===== src/hw/epw_pkg.sv =====
// Constants for the enhanced PWM unit and its timebase timer.
// Assumes a single 250 MHz system clock and synchronous active-high reset.
// Summary of operation
// Timer counts internal clock or external edges
// Count readable and writable as two bytes
// Clock source: device clock, secondary oscillator, external
// Special event trigger resets the timer
// Timer control selects clock offered to PWM; the PWM phase counter here steps on every sys_clk cycle
// Configurer avoids raw clock for capture/compare
// One 16-bit capture/compare/duty register per unit
// Two/four channels, steering, polarity, dead-band, shutdown
// Up to four pins, 10-bit duty resolution
// Arrangement field selects single, half, full fwd/rev
// Unit mode field sets output pin polarity
// Output held until next period starts; full-bridge pin A (fwd) or C (rev) goes active at once
// Unused pins left free for other functions
// Software sets pin direction for PWM pins
// Overflow flag set on rollover to zero
`default_nettype none

package epw_pkg;
    // Clock source selection in timebase control
    localparam logic [1:0] CLK_SRC_DEVICE = 2'h0;
    localparam logic [1:0] CLK_SRC_RAW_OSC = 2'h1;
    localparam logic [1:0] CLK_SRC_SEC_OSC = 2'h2;
    localparam logic [1:0] CLK_SRC_EXTERNAL = 2'h3;
    // Output arrangement field codes
    localparam logic [1:0] ARR_SINGLE = 2'h0;
    localparam logic [1:0] ARR_FULL_FWD = 2'h1;
    localparam logic [1:0] ARR_HALF = 2'h2;
    localparam logic [1:0] ARR_FULL_REV = 2'h3;
    // Unit mode field: bit 1 inverts A/C, bit 0 inverts B/D
    localparam int MODE_POL_AC_BIT = 1;
    localparam int MODE_POL_BD_BIT = 0;
    localparam logic [3:0] MODE_PWM_BASE = 4'hc;
    localparam logic [3:0] MODE_CAPTURE_BASE = 4'h4;
    localparam int DUTY_BITS = 10;
    localparam int COUNT_BITS = 16;
    localparam logic [15:0] COUNT_RESET = 16'h0000;
    localparam logic [15:0] COUNT_ALL_ONES = 16'hffff;
    localparam logic [7:0] DEADBAND_RESET = 8'h00;
endpackage

`default_nettype wire


===== src/hw/epw_timebase.sv =====
// Sixteen-bit timebase timer with byte access and overflow event.
// Assumes every input is synchronous to sys_clk.
`default_nettype none

module epw_timebase
    import epw_pkg::*;
(
    input wire logic sys_clk,
    input wire logic rst,
    input wire logic timer_on,
    input wire logic [1:0] clk_src_sel,
    input wire logic sec_osc_tick,
    input wire logic ext_clk_in,
    input wire logic special_event_trigger,
    input wire logic count_high_byte_wr,
    input wire logic count_low_byte_wr,
    input wire logic [7:0] wr_data,
    output logic [7:0] count_high_byte,
    output logic [7:0] count_low_byte,
    output logic [15:0] count_value,
    output logic overflow_pulse
);
    logic [15:0] count_reg, count_next;
    logic ext_prev_reg, ext_prev_next;
    logic ovf_reg, ovf_next;
    logic tick;

    ////////////////////////////////////////////////////////////////////
    // Tick source: device clock, raw oscillator, secondary oscillator or ext rising edge
    always_comb
    begin
        case (clk_src_sel)
            CLK_SRC_DEVICE: tick = 1'b1; // see R1
            CLK_SRC_RAW_OSC: tick = 1'b1;
            CLK_SRC_SEC_OSC: tick = sec_osc_tick;
            CLK_SRC_EXTERNAL: tick = ext_clk_in & ~ext_prev_reg;
            default: tick = 1'b0;
        endcase
    end

    // Trigger wins over byte writes so a reset is never lost
    always_comb
    begin
        count_next = count_reg;
        ovf_next = 1'b0;
        ext_prev_next = ext_clk_in;
        if (special_event_trigger)
            count_next = COUNT_RESET;
        else if (count_high_byte_wr || count_low_byte_wr)
        begin
            if (count_high_byte_wr)
                count_next[15:8] = wr_data;
            if (count_low_byte_wr)
                count_next[7:0] = wr_data;
        end
        else if (timer_on && tick)
        begin
            count_next = count_reg + 16'h0001;
            ovf_next = (count_reg == COUNT_ALL_ONES);
        end
    end

    always_ff @(posedge sys_clk)
    begin
        if (rst)
        begin
            count_reg <= COUNT_RESET;
            ext_prev_reg <= 1'b0;
            ovf_reg <= 1'b0;
        end
        else
        begin
            count_reg <= count_next;
            ext_prev_reg <= ext_prev_next;
            ovf_reg <= ovf_next;
        end
    end

    assign count_high_byte = count_reg[15:8];
    assign count_low_byte = count_reg[7:0];
    assign count_value = count_reg;
    assign overflow_pulse = ovf_reg;
endmodule

`default_nettype wire


===== src/hw/epw_top.sv =====
// Enhanced PWM unit with its timebase timer, control bits as ports.
// Assumes synchronous inputs; pin ownership is shown on pin_direction_control.
`default_nettype none

module epw_top
    import epw_pkg::*;
#(
    parameter int DUTY_W = DUTY_BITS,
    parameter int DEAD_W = 8
)
(
    input wire logic sys_clk,
    input wire logic rst,
    // Timebase control
    input wire logic timer_on,
    input wire logic [1:0] clk_src_sel,
    input wire logic sec_osc_tick,
    input wire logic ext_clk_in,
    input wire logic special_event_trigger,
    input wire logic count_high_byte_wr,
    input wire logic count_low_byte_wr,
    input wire logic [7:0] wr_data,
    output logic [7:0] count_high_byte,
    output logic [7:0] count_low_byte,
    input wire logic overflow_flag_clr,
    output logic overflow_flag,
    // Unit control
    input wire logic [3:0] unit_mode_field,
    input wire logic [1:0] output_arrangement_field,
    input wire logic [7:0] period_value,
    input wire logic [15:0] unit_value_wr_data,
    input wire logic unit_value_wr,
    input wire logic capture_in,
    output logic [15:0] unit_value,
    input wire logic [DEAD_W-1:0] deadband_delay,
    input wire logic [3:0] steer_enable,
    input wire logic shutdown_in,
    input wire logic auto_restart,
    input wire logic shutdown_clr,
    output logic shutdown_status,
    output logic [3:0] pin_direction_control,
    output logic pwm_out_a,
    output logic pwm_out_b,
    output logic pwm_out_c,
    output logic pwm_out_d,
    output logic pwm_active
);
    logic [15:0] count_value;
    logic ovf_pulse;
    logic pwm_mode;

    ////////////////////////////////////////////////////////////////////
    // Timebase; raw oscillator clock kept selectable, caller avoids it
    epw_timebase u_timebase (
        .sys_clk(sys_clk),
        .rst(rst),
        .timer_on(timer_on),
        .clk_src_sel(clk_src_sel),
        .sec_osc_tick(sec_osc_tick),
        .ext_clk_in(ext_clk_in),
        .special_event_trigger(special_event_trigger),
        .count_high_byte_wr(count_high_byte_wr),
        .count_low_byte_wr(count_low_byte_wr),
        .wr_data(wr_data),
        .count_high_byte(count_high_byte),
        .count_low_byte(count_low_byte),
        .count_value(count_value),
        .overflow_pulse(ovf_pulse)
    );

    assign pwm_mode = (unit_mode_field[3:2] == MODE_PWM_BASE[3:2]);

    ////////////////////////////////////////////////////////////////////
    // Sticky overflow flag: event beats a same-cycle clear
    logic ovf_flag_reg, ovf_flag_next;
    always_comb
    begin
        ovf_flag_next = ovf_flag_reg;
        if (overflow_flag_clr)
            ovf_flag_next = 1'b0;
        if (ovf_pulse)
            ovf_flag_next = 1'b1;
    end

    ////////////////////////////////////////////////////////////////////
    // Shared 16-bit register: capture, compare or duty
    logic [15:0] value_reg, value_next;
    logic cap_prev_reg;
    always_comb
    begin
        value_next = value_reg;
        if (unit_value_wr)
            value_next = unit_value_wr_data;
        else if (unit_mode_field[3:2] == MODE_CAPTURE_BASE[3:2] &&
                 capture_in && !cap_prev_reg)
            value_next = count_value;
    end

    ////////////////////////////////////////////////////////////////////
    // PWM period engine on an 8-bit period with 10-bit duty
    typedef enum logic [2:0] {
        EPW_IDLE = 3'b001,
        EPW_WAIT = 3'b010,
        EPW_RUN = 3'b100
    } epw_state_e;
    epw_state_e state_reg, state_next;
    logic [DUTY_W-1:0] phase_reg, phase_next;
    logic [DUTY_W-1:0] duty_reg, duty_next;
    logic [DUTY_W-1:0] period_end;
    logic period_wrap;
    logic raw_pwm;

    // Phase counts in quarter steps, giving two extra duty bits
    assign period_end = {period_value, 2'h3};
    assign period_wrap = (phase_reg == period_end);

    always_comb
    begin
        state_next = state_reg;
        phase_next = period_wrap ? '0 : phase_reg + 1'b1;
        duty_next = duty_reg;
        if (period_wrap)
            duty_next = value_reg[DUTY_W-1:0];
        case (state_reg)
            EPW_IDLE:
            begin
                phase_next = '0;
                if (pwm_mode)
                    state_next = EPW_WAIT;
            end
            // Only the full-bridge steady pin (A fwd, C rev) goes active until a fresh period begins
            EPW_WAIT:
            begin
                if (!pwm_mode)
                    state_next = EPW_IDLE;
                else if (period_wrap)
                    state_next = EPW_RUN;
            end
            EPW_RUN:
            begin
                if (!pwm_mode)
                    state_next = EPW_IDLE;
            end
            default: state_next = EPW_IDLE;
        endcase
    end

    assign raw_pwm = (state_reg == EPW_RUN) && (phase_reg < duty_reg);

    ////////////////////////////////////////////////////////////////////
    // Dead-band: delay each rising edge of the complementary pair
    logic [DEAD_W-1:0] dead_cnt_reg, dead_cnt_next;
    logic raw_prev_reg;
    logic dead_ok;
    // Edge cycle itself is blanked, else the dead time falls a cycle short
    always_comb
    begin
        dead_cnt_next = dead_cnt_reg;
        dead_ok = (dead_cnt_reg == '0);
        if (raw_pwm != raw_prev_reg)
        begin
            dead_ok = (deadband_delay == '0);
            if (deadband_delay != '0)
                dead_cnt_next = deadband_delay - 1'b1;
            else
                dead_cnt_next = '0;
        end
        else if (dead_cnt_reg != '0)
            dead_cnt_next = dead_cnt_reg - 1'b1;
    end

    ////////////////////////////////////////////////////////////////////
    // Auto-shutdown latch; auto restart frees it at period start
    logic shut_reg, shut_next;
    always_comb
    begin
        shut_next = shut_reg;
        if (shutdown_clr || (auto_restart && !shutdown_in && period_wrap))
            shut_next = 1'b0;
        if (shutdown_in)
            shut_next = 1'b1;
    end

    ////////////////////////////////////////////////////////////////////
    // Arrangement decode: active-high levels and used-pin mask
    logic [3:0] lvl;
    logic [3:0] used;
    logic hi_a, hi_b;
    assign hi_a = raw_pwm && dead_ok;
    assign hi_b = !raw_pwm && dead_ok && (state_reg == EPW_RUN);
    always_comb
    begin
        case (output_arrangement_field)
            ARR_SINGLE:
            begin
                lvl = {4{raw_pwm}};
                used = steer_enable;
            end
            ARR_HALF:
            begin
                lvl = {2'h0, hi_b, hi_a};
                used = 4'h3;
            end
            ARR_FULL_FWD:
            begin
                lvl = {raw_pwm, 2'h0, 1'b1};
                used = 4'hf;
            end
            ARR_FULL_REV:
            begin
                lvl = {2'h0, raw_pwm, 1'b0};
                lvl[2] = 1'b1;
                used = 4'hf;
            end
            default:
            begin
                lvl = 4'h0;
                used = 4'h0;
            end
        endcase
    end

    // Polarity, shutdown forcing and pin ownership per pin
    logic [3:0] pin_reg, pin_next;
    logic [3:0] own_reg, own_next;
    genvar gi;
    generate
        for (gi = 0; gi < 4; gi++)
        begin : g_pin
            logic inv;
            assign inv = (gi % 2 == 0) ? unit_mode_field[MODE_POL_AC_BIT]
                                       : unit_mode_field[MODE_POL_BD_BIT];
            // Shutdown parks pins at their inactive level
            assign pin_next[gi] = (shut_reg ? 1'b0 : lvl[gi]) ^ inv;
            assign own_next[gi] = pwm_mode && used[gi];
        end
    endgenerate

    ////////////////////////////////////////////////////////////////////
    // State registers
    always_ff @(posedge sys_clk)
    begin
        if (rst)
        begin
            ovf_flag_reg <= 1'b0;
            value_reg <= COUNT_RESET;
            cap_prev_reg <= 1'b0;
            state_reg <= EPW_IDLE;
            phase_reg <= '0;
            duty_reg <= '0;
            dead_cnt_reg <= '0;
            raw_prev_reg <= 1'b0;
            shut_reg <= 1'b0;
            pin_reg <= 4'h0;
            own_reg <= 4'h0;
        end
        else
        begin
            ovf_flag_reg <= ovf_flag_next;
            value_reg <= value_next;
            cap_prev_reg <= capture_in;
            state_reg <= state_next;
            phase_reg <= phase_next;
            duty_reg <= duty_next;
            dead_cnt_reg <= dead_cnt_next;
            raw_prev_reg <= raw_pwm;
            shut_reg <= shut_next;
            pin_reg <= pin_next;
            own_reg <= own_next;
        end
    end

    assign overflow_flag = ovf_flag_reg;
    assign unit_value = value_reg;
    assign shutdown_status = shut_reg;
    // Software must still set pin direction; this shows ownership
    assign pin_direction_control = own_reg;
    assign pwm_out_a = pin_reg[0];
    assign pwm_out_b = pin_reg[1];
    assign pwm_out_c = pin_reg[2];
    assign pwm_out_d = pin_reg[3];
    assign pwm_active = (state_reg == EPW_RUN);
endmodule

`default_nettype wire


===== config.mk =====
export PLATFORM = sky130hd
export DESIGN_NAME = epw_top
export DESIGN_NICKNAME = d
export VERILOG_FILES = /design/src/hw/epw_pkg.sv /design/src/hw/epw_timebase.sv /design/src/hw/epw_top.sv
export SDC_FILE = /design/constraint.sdc
export NUM_CORES = 1
export LEC_CHECK = 0
export BUFFER_PORTS_ARGS = -buffer_cell sky130_fd_sc_hd__buf_2
export CAP_MARGIN = 20
export CORE_UTILIZATION = 57
export DETAILED_ROUTE_END_ITERATION = 10
export PLACE_DENSITY = 0.83
export SLEW_MARGIN = 10
export SYNTH_ARGS = -nofsm -noshare
export SYNTH_HDL_FRONTEND = slang
export SYNTH_SLANG_ARGS = --single-unit

===== constraint.sdc =====
create_clock -name sys_clk -period 6.1 [get_ports sys_clk]
set_clock_uncertainty 0.15 [all_clocks]
set_input_delay 0.61 -clock sys_clk [delete_from_list [all_inputs] [get_ports sys_clk]]
set_output_delay 0.61 -clock sys_clk [all_outputs]
set_load 0.005 [all_outputs]

==> results of run 1 <==
## area by class of cell
class	count	area, um^2
Multi-Input combinational cell	379	2470
Inverter	23	86.3
Clock buffer	12	135
Sequential cell	77	1540
Fill cell	612	2220
Clock inverter	4	72.6
Timing Repair Buffer	110	559
Tap cell	99	124
## report_power, final
part           switching, uW  internal, uW  leakage (uW)  total (uW)
combinational            141           131       0.00140         272
clock                    184           231      0.000101         414
sequential              38.9           539      0.000629         577
total                    364           900       0.00213        1260
## synth_stat cells (all sizes together), types with 6 or more instances
master / number / share of area (%)
a21oi: 39 / 4.6
dfxtp: 77 / 37
nand3: 18 / 2.4
inv: 23 / 2.0
and3: 8 / 1.2
nor3: 10 / 1.2
xor2: 11 / 2.7
a211oi: 10 / 1.8
o31ai: 6 / 1.4
clkbuf: 11 / 0.98
nand2: 29 / 2.8
mux2i: 30 / 7.1
nor2: 100 / 8.9
xnor2: 16 / 3.3
mux2: 10 / 2.7
buf: 13 / 2.3
o21ai: 13 / 1.5
ha: 13 / 3.9
## how the worst min path moves through the flow
stage | start | endpoint | slack (ns) | depth (start not counted)
after floorplan | u_timebase.overflow_pulse$_SDFF_PP0_ | overflow_flag$_SDFFE_PP0P_ | 0.26 | 2
after global routing | shutdown_in | shutdown_status$_SDFFE_PP0P_ | 0.34 | 3
after CTS | shutdown_in | shutdown_status$_SDFFE_PP0P_ | 0.32 | 3
after detailed placement | u_timebase.overflow_pulse$_SDFF_PP0_ | overflow_flag$_SDFFE_PP0P_ | 0.29 | 2
after global placement | u_timebase.overflow_pulse$_SDFF_PP0_ | overflow_flag$_SDFFE_PP0P_ | 0.29 | 2
final | u_timebase.overflow_pulse$_SDFF_PP0_ | overflow_flag$_SDFFE_PP0P_ | 0.32 | 2
## metal layers
layer	track usage [%]	up-vias	part of all wire, %
li1	-	1943	-
met1	33.0	1840	45
met4	9.24	0	1.5
met2	46.9	124	49
met3	4.15	16	5.0
met5	0	-	0
## kinds of logic (layout without fill, tap and decap cells)
logic type | Yosys count | after routing | share of synthesized area (%)
and+or+nand+nor | 206 | 206 | 24.2
buffers and inverters | 47 | 149 | 5.33
adders and majority gates | 13 | 13 | 3.85
muxes | 40 | 40 | 9.78
DFF | 77 | 77 | 36.5
AOI/OAI and AO/OA | 93 | 93 | 14.3
xor gates and xnor gates | 27 | 27 | 6.05
## per-stage QoR
step / util [%] / worst slack (ns) / power [uW] / hold slack [ns] / std cells
after detailed placement: 66.2 / 3.37 / 858 / 0.285 / 687
after global placement: 66.2 / 3.48 / 846 / 0.292 / 687
final: 69.2 / 3.70 / 1260 / 0.320 / 704
after global routing: 69.2 / 3.59 / 1330 / 0.344 / 704
after CTS: 69.1 / 3.59 / 1260 / 0.316 / 703
after floorplan: - / 3.90 / 793 / 0.263 / 503
## critical path, delay by kind of cell (launching register included)
family | cells | cell delay [ns]
AO/OA/AOI/OAI | 1 | 0.43
flip-flops | 1 | 0.38
multiplexers | 1 | 0.38
adder cells (fa/ha/maj) | 1 | 0.34
AND/OR/NAND/NOR | 3 | 0.32
XOR/XNOR | 1 | 0.30
==> impl_metrics.env, run 1 <==
export IMPL_status="finished clean"
export IMPL_slowest_stage="a211oi_1"
export IMPL_grt_pass1_wl_um=16200
export IMPL_numPortBuffers=108
export IMPL_gp_congestion=0.888
export IMPL_vias=3923
export IMPL_die_y_um=88.1
export IMPL_cts_sinks=77
export IMPL_drc_errors=0
export IMPL_yosys_most_used_dff="dfxtp_1"
export IMPL_drive_gt1_share_pct=25.0
export IMPL_cp_start_kind="flip-flop"
export IMPL_worst_path_max_fanout=8
export IMPL_cap_violations=0
export IMPL_cp_end_kind="flip-flop"
export IMPL_crit_end="dead_cnt_reg[4]$_SDFFE_PP0P_"
export IMPL_cts_tree="done"
export IMPL_grt_max_degree=53
export IMPL_synth_distinct_cells=65
export IMPL_area_delta_synth_final_pct=18.3
export IMPL_worst_r2r_cell_count=7
export IMPL_setup_viol=0
export IMPL_max_stage_delay_ns=0.43
export IMPL_syn_inst=503
export IMPL_synth_edf_count=0
export IMPL_clockBufferDepth=2
export IMPL_placed_area_um2=4770
export IMPL_final_common_cell="buf_2"
export IMPL_finalNetCount=679
export IMPL_finalCritPeriodShare_pct=39.3
export IMPL_dieWidth_um=88.1
export IMPL_wl_um=10100
export IMPL_path_cells="ha_1 -> nand4_1 -> a211oi_1 -> nor4_4 -> nand2_4 -> xor2_4 -> mux2_2"
export IMPL_report_final_slew_viol_count=0
export IMPL_cp_required_ns=6.18
export IMPL_io_pin_count=109
export IMPL_synth_warnings=0
export IMPL_dp_hpwl_um=7350
export IMPL_hp_class="flip-flop to flip-flop"
export IMPL_fmax_mhz=417
export IMPL_cts_root_buf="clkbuf_8"
export IMPL_drt_iter0_drc=150
export IMPL_syn_area_um2=4220
export IMPL_rows=31
export IMPL_synth_seq_cells=77
export IMPL_insertion_delay_ns=0.35
export IMPL_cts_setup_buffers=0
export IMPL_hold_viol=0
export IMPL_diodes=0
export IMPL_clkTransAtPathRegs_ns=0.08
export IMPL_layout_common_cells="buf_2 (108), nor2_1 (100), dfxtp_1 (77)"
export IMPL_slew_headroom_pct=36.7
export IMPL_r2r_setup_slack_ns=3.70
export IMPL_cts_resized=0
export IMPL_power_density_nw_per_um2=253
export IMPL_stdcell_area_um2=4990
export IMPL_ir_drop_v=0.000215
export IMPL_synth_area_per_cell_um2=8.39
export IMPL_via_per_inst=5.57
export IMPL_dr_pass1_iters=4
export IMPL_reg2reg_from="phase_reg[7]$_SDFF_PP0_"
export IMPL_ant_nets=0
export IMPL_r2r_end="dead_cnt_reg[4]$_SDFFE_PP0P_"
export IMPL_period_minus_slack_ns=2.40
export IMPL_overflow=0
export IMPL_wire_per_inst_um=14.3
export IMPL_setup_worst_path_start="phase_reg[7]$_SDFF_PP0_"
export IMPL_cts_buffers_inserted=9
export IMPL_grt_total_usage_pct=26.6
export IMPL_leakage_uw=0.00213
export IMPL_grt_pass1_vias=3591
export IMPL_core_area_um2=7210
export IMPL_rsz0062_at_grt="false"
export IMPL_yosysSeqAreaShare_pct=36.5
export IMPL_start_util_pct=58.5
export IMPL_antenna_found_initial=0
export IMPL_h_tree_depth=3
export IMPL_arrival_ns=2.48
export IMPL_tightest_slew_ns=0.946
export IMPL_syn_num_nets=582
export IMPL_worstSetupPathType="flip-flop to flip-flop"
export IMPL_fin_tns_setup_ns=0
export IMPL_cts_hold_buf=0
export IMPL_dieArea_um2=7750
export IMPL_synthArstFlopShare_pct=0
Note: power is estimated with default switching activity, not from simulation.
==> run 2: changes to the inputs <==
ABC_AREA = 1   (was default)
CORE_UTILIZATION = 53   (was 57)
PLACE_DENSITY = 0.78   (was 0.83)
clock period = 2.3 ns   (was 6.1 ns; I/O delays follow)
==> run 2 against run 1 <==
Register-to-register slack worse by 3.5 ns; synthesized area shrank 3.7%; routed wire length rose by 5.3%; synthesized cell count grew 14%; critical path depth up 8; setup slack got worse by 3.5 ns; flip-flop and latch count unchanged; final area grew 2.5%; largest power group unchanged; worst hold slack lost 0.31 ns; total power increased to 2.9 times the previous value; clock-buffer cell count decreased by 2.
==> impl_metrics.env, run 2 <==
export IMPL_status="finished clean"
export IMPL_worstSetupPathType="flip-flop to flip-flop"
export IMPL_dieArea_um2=8030
export IMPL_gp_congestion=0.921
export IMPL_synth_compound_area_share_pct=16.3
export IMPL_drive_gt1_share_pct=21.9
export IMPL_grt_pass1_wl_um=16700
export IMPL_synth_xor_area_share_pct=3.45
export IMPL_insertion_delay_ns=0.35
export IMPL_cts_resized=0
export IMPL_synth_seq_cells=77
export IMPL_overflow=0
export IMPL_drt_iter0_drc=181
export IMPL_syn_area_um2=4070
export IMPL_vias=4295
export IMPL_tightest_slew_ns=1.01
export IMPL_antenna_found_initial=0
export IMPL_setup_viol=0
export IMPL_regArea_um2=1540
export IMPL_fmax_mhz=484
export IMPL_synth_distinct_cells=42
export IMPL_period_minus_slack_ns=2.06
export IMPL_cts_tree="done"
export IMPL_yosysMostFrequentCell="nand2_1"
export IMPL_clockBufferDepth=2
export IMPL_hp_class="input pin to flip-flop"
export IMPL_dr_pass1_iters=5
export IMPL_synth_fa_ha_area_share_pct=4.00
export IMPL_cp_start_kind="flip-flop"
export IMPL_numPortBuffers=108
export IMPL_synthMuxAreaShare_pct=0
export IMPL_h_tree_depth=3
export IMPL_synth_top_cell_by_area="dfxtp_1"
export IMPL_cap_violations=0
export IMPL_cp_end_kind="flip-flop"
export IMPL_fin_tns_setup_ns=0
export IMPL_grt_pass1_vias=3824
export IMPL_cp_required_ns=2.40
export IMPL_nFillCells=624
export IMPL_synth_area_leaders="dfxtp_1 (38%), nand2_1 (11%), inv_1 (6.6%), o21ai_0 (5.3%), nor2_1 (4.9%)"
export IMPL_finalCritPeriodShare_pct=89.8
export IMPL_core_area_um2=7330
export IMPL_report_final_slew_viol_count=0
export IMPL_finalNetCount=779
export IMPL_synth_edf_count=0
export IMPL_syn_inst=572
export IMPL_drc_errors=0
export IMPL_die_y_um=89.6
export IMPL_cts_setup_buffers=0
export IMPL_dp_hpwl_um=8060
export IMPL_syn_num_nets=651
export IMPL_cts_buffers_inserted=9
export IMPL_grt_max_degree=20
export IMPL_cts_hold_buf=16
export IMPL_synth_warnings=0
export IMPL_yosysSeqAreaShare_pct=37.9
export IMPL_multi_input_area_um2=2180
export IMPL_power_density_nw_per_um2=719
export IMPL_synthSimpleGateAreaFrac_pct=29.7
export IMPL_arrival_ns=2.16
export IMPL_slew_headroom_pct=32.5
export IMPL_wire_per_inst_um=13.2
export IMPL_hold_viol=0
export IMPL_rows=31
export IMPL_worst_path_max_fanout=6
export IMPL_diodes=0
export IMPL_cts_sinks=77
export IMPL_synth_top_family_by_area="simple AND/OR/NAND/NOR gates"
export IMPL_synth_top_area_share_pct=37.9
export IMPL_yosys_most_used_dff="dfxtp_1"
export IMPL_synth_area_per_cell_um2=7.11
export IMPL_rsz0062_at_grt="false"
export IMPL_grt_total_usage_pct=27.2
export IMPL_wl_um=10600
export IMPL_area_delta_synth_final_pct=25.9
export IMPL_layout_common_cells="nand2_1 (123), buf_2 (108), dfxtp_1 (77)"
export IMPL_start_util_pct=55.5
export IMPL_leakage_uw=0.00229
export IMPL_synthTopCellsByCount="nand2_1 (123), dfxtp_1 (77), inv_1 (72)"
export IMPL_clkTransAtPathRegs_ns=0.08
export IMPL_synthArstFlopShare_pct=0
export IMPL_cts_root_buf="clkbuf_8"
export IMPL_final_common_cell="nand2_1"
export IMPL_finalPower_uw=3680
export IMPL_io_pin_count=109
export IMPL_ant_nets=0
export IMPL_ir_drop_v=0.000367
export IMPL_via_per_inst=5.35
export IMPL_dieWidth_um=89.6
[run 2: cell count changes after synthesis, sizes merged, moves of 19 or more]
cell   before  now
inv        23   75
o21ai      13   45
mux2i      30    0
nor2      100   57
nand2      29  127
a31oi       4   29
nand3      18   37
[run 2: area by class of cell]
cell class / instances / area share [%]
clock buffer: 10 / 2.49
sequential: 77 / 30.1
inverter: 75 / 5.50
timing repair buffer: 133 / 15.0
tap: 99 / 2.42
multi-input combinational: 404 / 42.5
clock inverter: 5 / 1.96
[run 2: power breakdown]
part	switching [uW]	internal, uW
sequential	118	1470
clock	480	712
combinational	530	372
[run 2: worst paths after layout]
path / slack [ns] / endpoint / startpoint / cells past startpoint
setup / recovery: 0.24 / pin_reg[0]$_SDFF_PP0_ / phase_reg[5]$_SDFF_PP0_ / 15
hold / removal: 0.01 / u_timebase.count_value[10]$_SDFFE_PP0P_ / wr_data[2] / 3
setup reg to reg: 0.24 / pin_reg[0]$_SDFF_PP0_ / phase_reg[5]$_SDFF_PP0_ / 15
hold reg to reg: 0.31 / duty_reg[1]$_SDFFE_PP0P_ / duty_reg[1]$_SDFFE_PP0P_ / 2
[run 2: logic make-up after synthesis]
kind of cell | Yosys count
AO/OA/AOI/OAI | 118
adder cells (fa/ha/maj) | 13
flip-flops | 77
buffers and inverters | 91
XOR/XNOR | 16
AND/OR/NAND/NOR | 257
[run 2: critical path: stages (launching register included)]
cell and delay (ns):
dfxtp_1 0.40, ha_1 0.27, nand2_1 0.08, inv_1 0.04
nand2_1 0.07, nand2_1 0.05, nand2_1 0.14, nand3_4 0.14
nand2_1 0.10, nand3_2 0.12, nand2_1 0.11, nand2_1 0.05
nand2_1 0.07, nand3_1 0.06, nand2_1 0.07, nor2_1 0.04
[run 2: layer usage]
metal	part of all wire, %	GRT usage (%)
met1	42	31.9
met3	5.4	5.21
met4	2.7	13.4
met5	0	0
met2	50	47.6
[run 2: per-stage QoR]
| stage | instance area (um^2) | cells | hold slack, ns | worst slack, ns | utilization, % |
|---|---|---|---|---|---|
| 3_5_place_dp | 4730 | 772 | 0.303 | 0.270 | 64.5 |
| 4_1_cts | 5120 | 803 | 0.00161 | 0.249 | 69.8 |
| 5_1_grt | 5120 | 803 | 0.0168 | 0.0133 | 69.8 |
| 6_report | 5120 | 803 | 0.00975 | 0.236 | 69.8 |
| 2_1_floorplan | 4070 | 572 | 0.205 | 0.430 | - |
| 3_3_place_gp | 4730 | 772 | 0.294 | 0.310 | 64.5 |
==> run 3: changes to the inputs <==
CORE_ASPECT_RATIO = 1.5   (was default)
==> run 3 against run 2 <==
Clock power fell by 16%; sequential power barely moved; first-iteration DRC count rose by 36%; global-route usage is 2.5 points higher; cell count rose by 1.7%; combinational power increased by 2%.
==> impl_metrics.env, run 3 (synthesized netlist as in run 2, its figures left out) <==
export IMPL_hold_end="u_timebase.count_value[7]$_SDFFE_PP0P_"
export IMPL_grt_total_usage_pct=29.7
export IMPL_status="finished clean"
export IMPL_slowest_stage="dfxtp_1"
export IMPL_grt_max_degree=24
export IMPL_layout_common_cells="nand2_1 (123), buf_2 (108), dfxtp_1 (77)"
export IMPL_drive_gt1_share_pct=22.0
export IMPL_cap_violations=0
export IMPL_drt_iter0_drc=246
export IMPL_cts_sinks=77
export IMPL_core_area_um2=7320
export IMPL_worst_path_max_fanout=8
export IMPL_r2r_setup_slack_ns=0.14
export IMPL_die_y_um=109
export IMPL_cp_end_kind="flip-flop"
export IMPL_clkTransAtPathRegs_ns=0.08
export IMPL_ir_drop_v=0.000469
export IMPL_drc_errors=0
export IMPL_report_final_slew_viol_count=0
export IMPL_dp_hpwl_um=8380
export IMPL_dieArea_um2=8030
export IMPL_hold_start="wr_data[7]"
export IMPL_final_common_cell="nand2_1"
export IMPL_cts_setup_buffers=0
export IMPL_area_delta_synth_final_pct=27.9
export IMPL_overflow=0
export IMPL_leakage_uw=0.00234
export IMPL_cts_root_buf="clkbuf_8"
export IMPL_power_density_nw_per_um2=674
export IMPL_ant_nets=0
export IMPL_via_per_inst=5.27
export IMPL_fmax_mhz=464
export IMPL_io_pin_count=109
export IMPL_wire_per_inst_um=13.8
export IMPL_cts_buffers_inserted=9
export IMPL_hp_class="input pin to flip-flop"
export IMPL_finalNetCount=791
export IMPL_path_cells="ha_1 -> a21oi_1 -> nand2_1 -> nand2_1 -> nand4_1 -> nand2_4 -> inv_1 -> o21ai_0 -> o21ba_1"
export IMPL_crit_path_frequent_cell="nand2_1"
export IMPL_rows=38
export IMPL_cts_tree="done"
export IMPL_worst_r2r_cell_count=9
export IMPL_fin_ws_ns=0.145
export IMPL_placed_area_um2=4750
export IMPL_finalCritPeriodShare_pct=93.7
export IMPL_holdPathStages=3
export IMPL_stdcell_area_um2=5200
export IMPL_clockBufferDepth=2
export IMPL_cp_required_ns=2.45
export IMPL_slew_headroom_pct=63.0
export IMPL_worstSetupPathType="flip-flop to flip-flop"
export IMPL_fin_tns_setup_ns=0
export IMPL_dieWidth_um=73.5
export IMPL_post_route_util_pct=71.1
export IMPL_grt_pass1_vias=4119
export IMPL_gp_congestion=1.02
export IMPL_reg2reg_from="phase_reg[5]$_SDFF_PP0_"
export IMPL_cp_start_kind="flip-flop"
export IMPL_tightest_slew_ns=0.550
export IMPL_hold_viol=0
export IMPL_arrival_ns=2.31
export IMPL_rsz0062_at_grt="false"
export IMPL_max_stage_delay_ns=0.40
export IMPL_insertion_delay_ns=0.36
export IMPL_antenna_found_initial=0
export IMPL_h_tree_depth=3
export IMPL_period_minus_slack_ns=2.16
export IMPL_dpl_worst_slack_ns=0.199
export IMPL_grt_pass1_wl_um=18100
export IMPL_r2r_end="dead_cnt_reg[1]$_SDFFE_PP0P_"
export IMPL_vias=4309
export IMPL_setup_viol=0
export IMPL_numPortBuffers=108
export IMPL_dr_pass1_iters=5
export IMPL_diodes=0
export IMPL_wl_um=11300
export IMPL_start_util_pct=55.5
run 3: changes by cell type in the layout (fill, tap and decap cells not counted), sizes merged:
| cell | change |
|---|---|
| clkinv | -2 |
| buf | +3 |
| dlygate4sd3 | +9 |
| bufinv | -3 |
| clkbuf | +6 |
run 3: worst max path at each step:
stage | startpoint | to | slack [ns] | cells after the start
after floorplan | duty_reg[9]$_SDFFE_PP0P_ | pin_reg[0]$_SDFF_PP0_ | 0.43 | 14
after global placement | phase_reg[8]$_SDFF_PP0_ | dead_cnt_reg[0]$_SDFFE_PP0P_ | 0.26 | 11
after detailed placement | duty_reg[9]$_SDFFE_PP0P_ | dead_cnt_reg[0]$_SDFFE_PP0P_ | 0.20 | 12
after CTS | duty_reg[9]$_SDFFE_PP0P_ | dead_cnt_reg[0]$_SDFFE_PP0P_ | 0.14 | 12
after global routing | phase_reg[5]$_SDFF_PP0_ | pin_reg[1]$_SDFF_PP0_ | 0.01 | 11
final | phase_reg[5]$_SDFF_PP0_ | dead_cnt_reg[1]$_SDFFE_PP0P_ | 0.14 | 9
run 3: worst max-delay path, delay by kind of cell, from the launching register on:
| kind | cells | cell delay (ns) |
|---|---|---|
| and+or+nand+nor | 4 | 0.62 |
| AOI/OAI and AO/OA | 3 | 0.58 |
| DFF | 1 | 0.40 |
| adders and majority gates | 1 | 0.27 |
| buffers and inverters | 1 | 0.07 |
run 3: what timing repair did:
item | CTS | global route
hold buffers | 25 | 0
endpoints found under the hold margin | 23 | 0
resized for setup | 0 | 2
setup endpoints to repair | 0 | 1
run 3: per-stage QoR:
step / std cells / hold WS (ns) / power [uW]
6_report: 817 / 0.0118 / 3500
5_1_grt: 817 / 0.0205 / 3710
4_1_cts: 816 / 0.000245 / 3510
3_5_place_dp: 775 / 0.300 / 2480
3_3_place_gp: 775 / 0.280 / 2450
2_1_floorplan: 572 / 0.205 / 2210
run 3: layer usage:
metal  global-route usage, %  vias to the layer above  wire length [um]
met1                    30.1                     1957              4210
met3                    5.91                       35               444
met4                    17.7                        0               521
li1                        -                     2175                 -
met5                       0                        -                 0
met2                    54.5                      142              6100
run 3: final cells by class:
type	count	area [um^2]
multi-input combinational	404	2180
clock buffer	16	190
sequential	77	1540
fill	651	2120
tap	100	125
inverter	75	282
timing repair buffer	145	881
run 3: report_power, final:
group	switching, uW	internal [uW]	total (uW)	leakage, uW
sequential	113	1470	1580	0.000630
clock	491	513	1000	0.0000970
combinational	531	385	917	0.00161
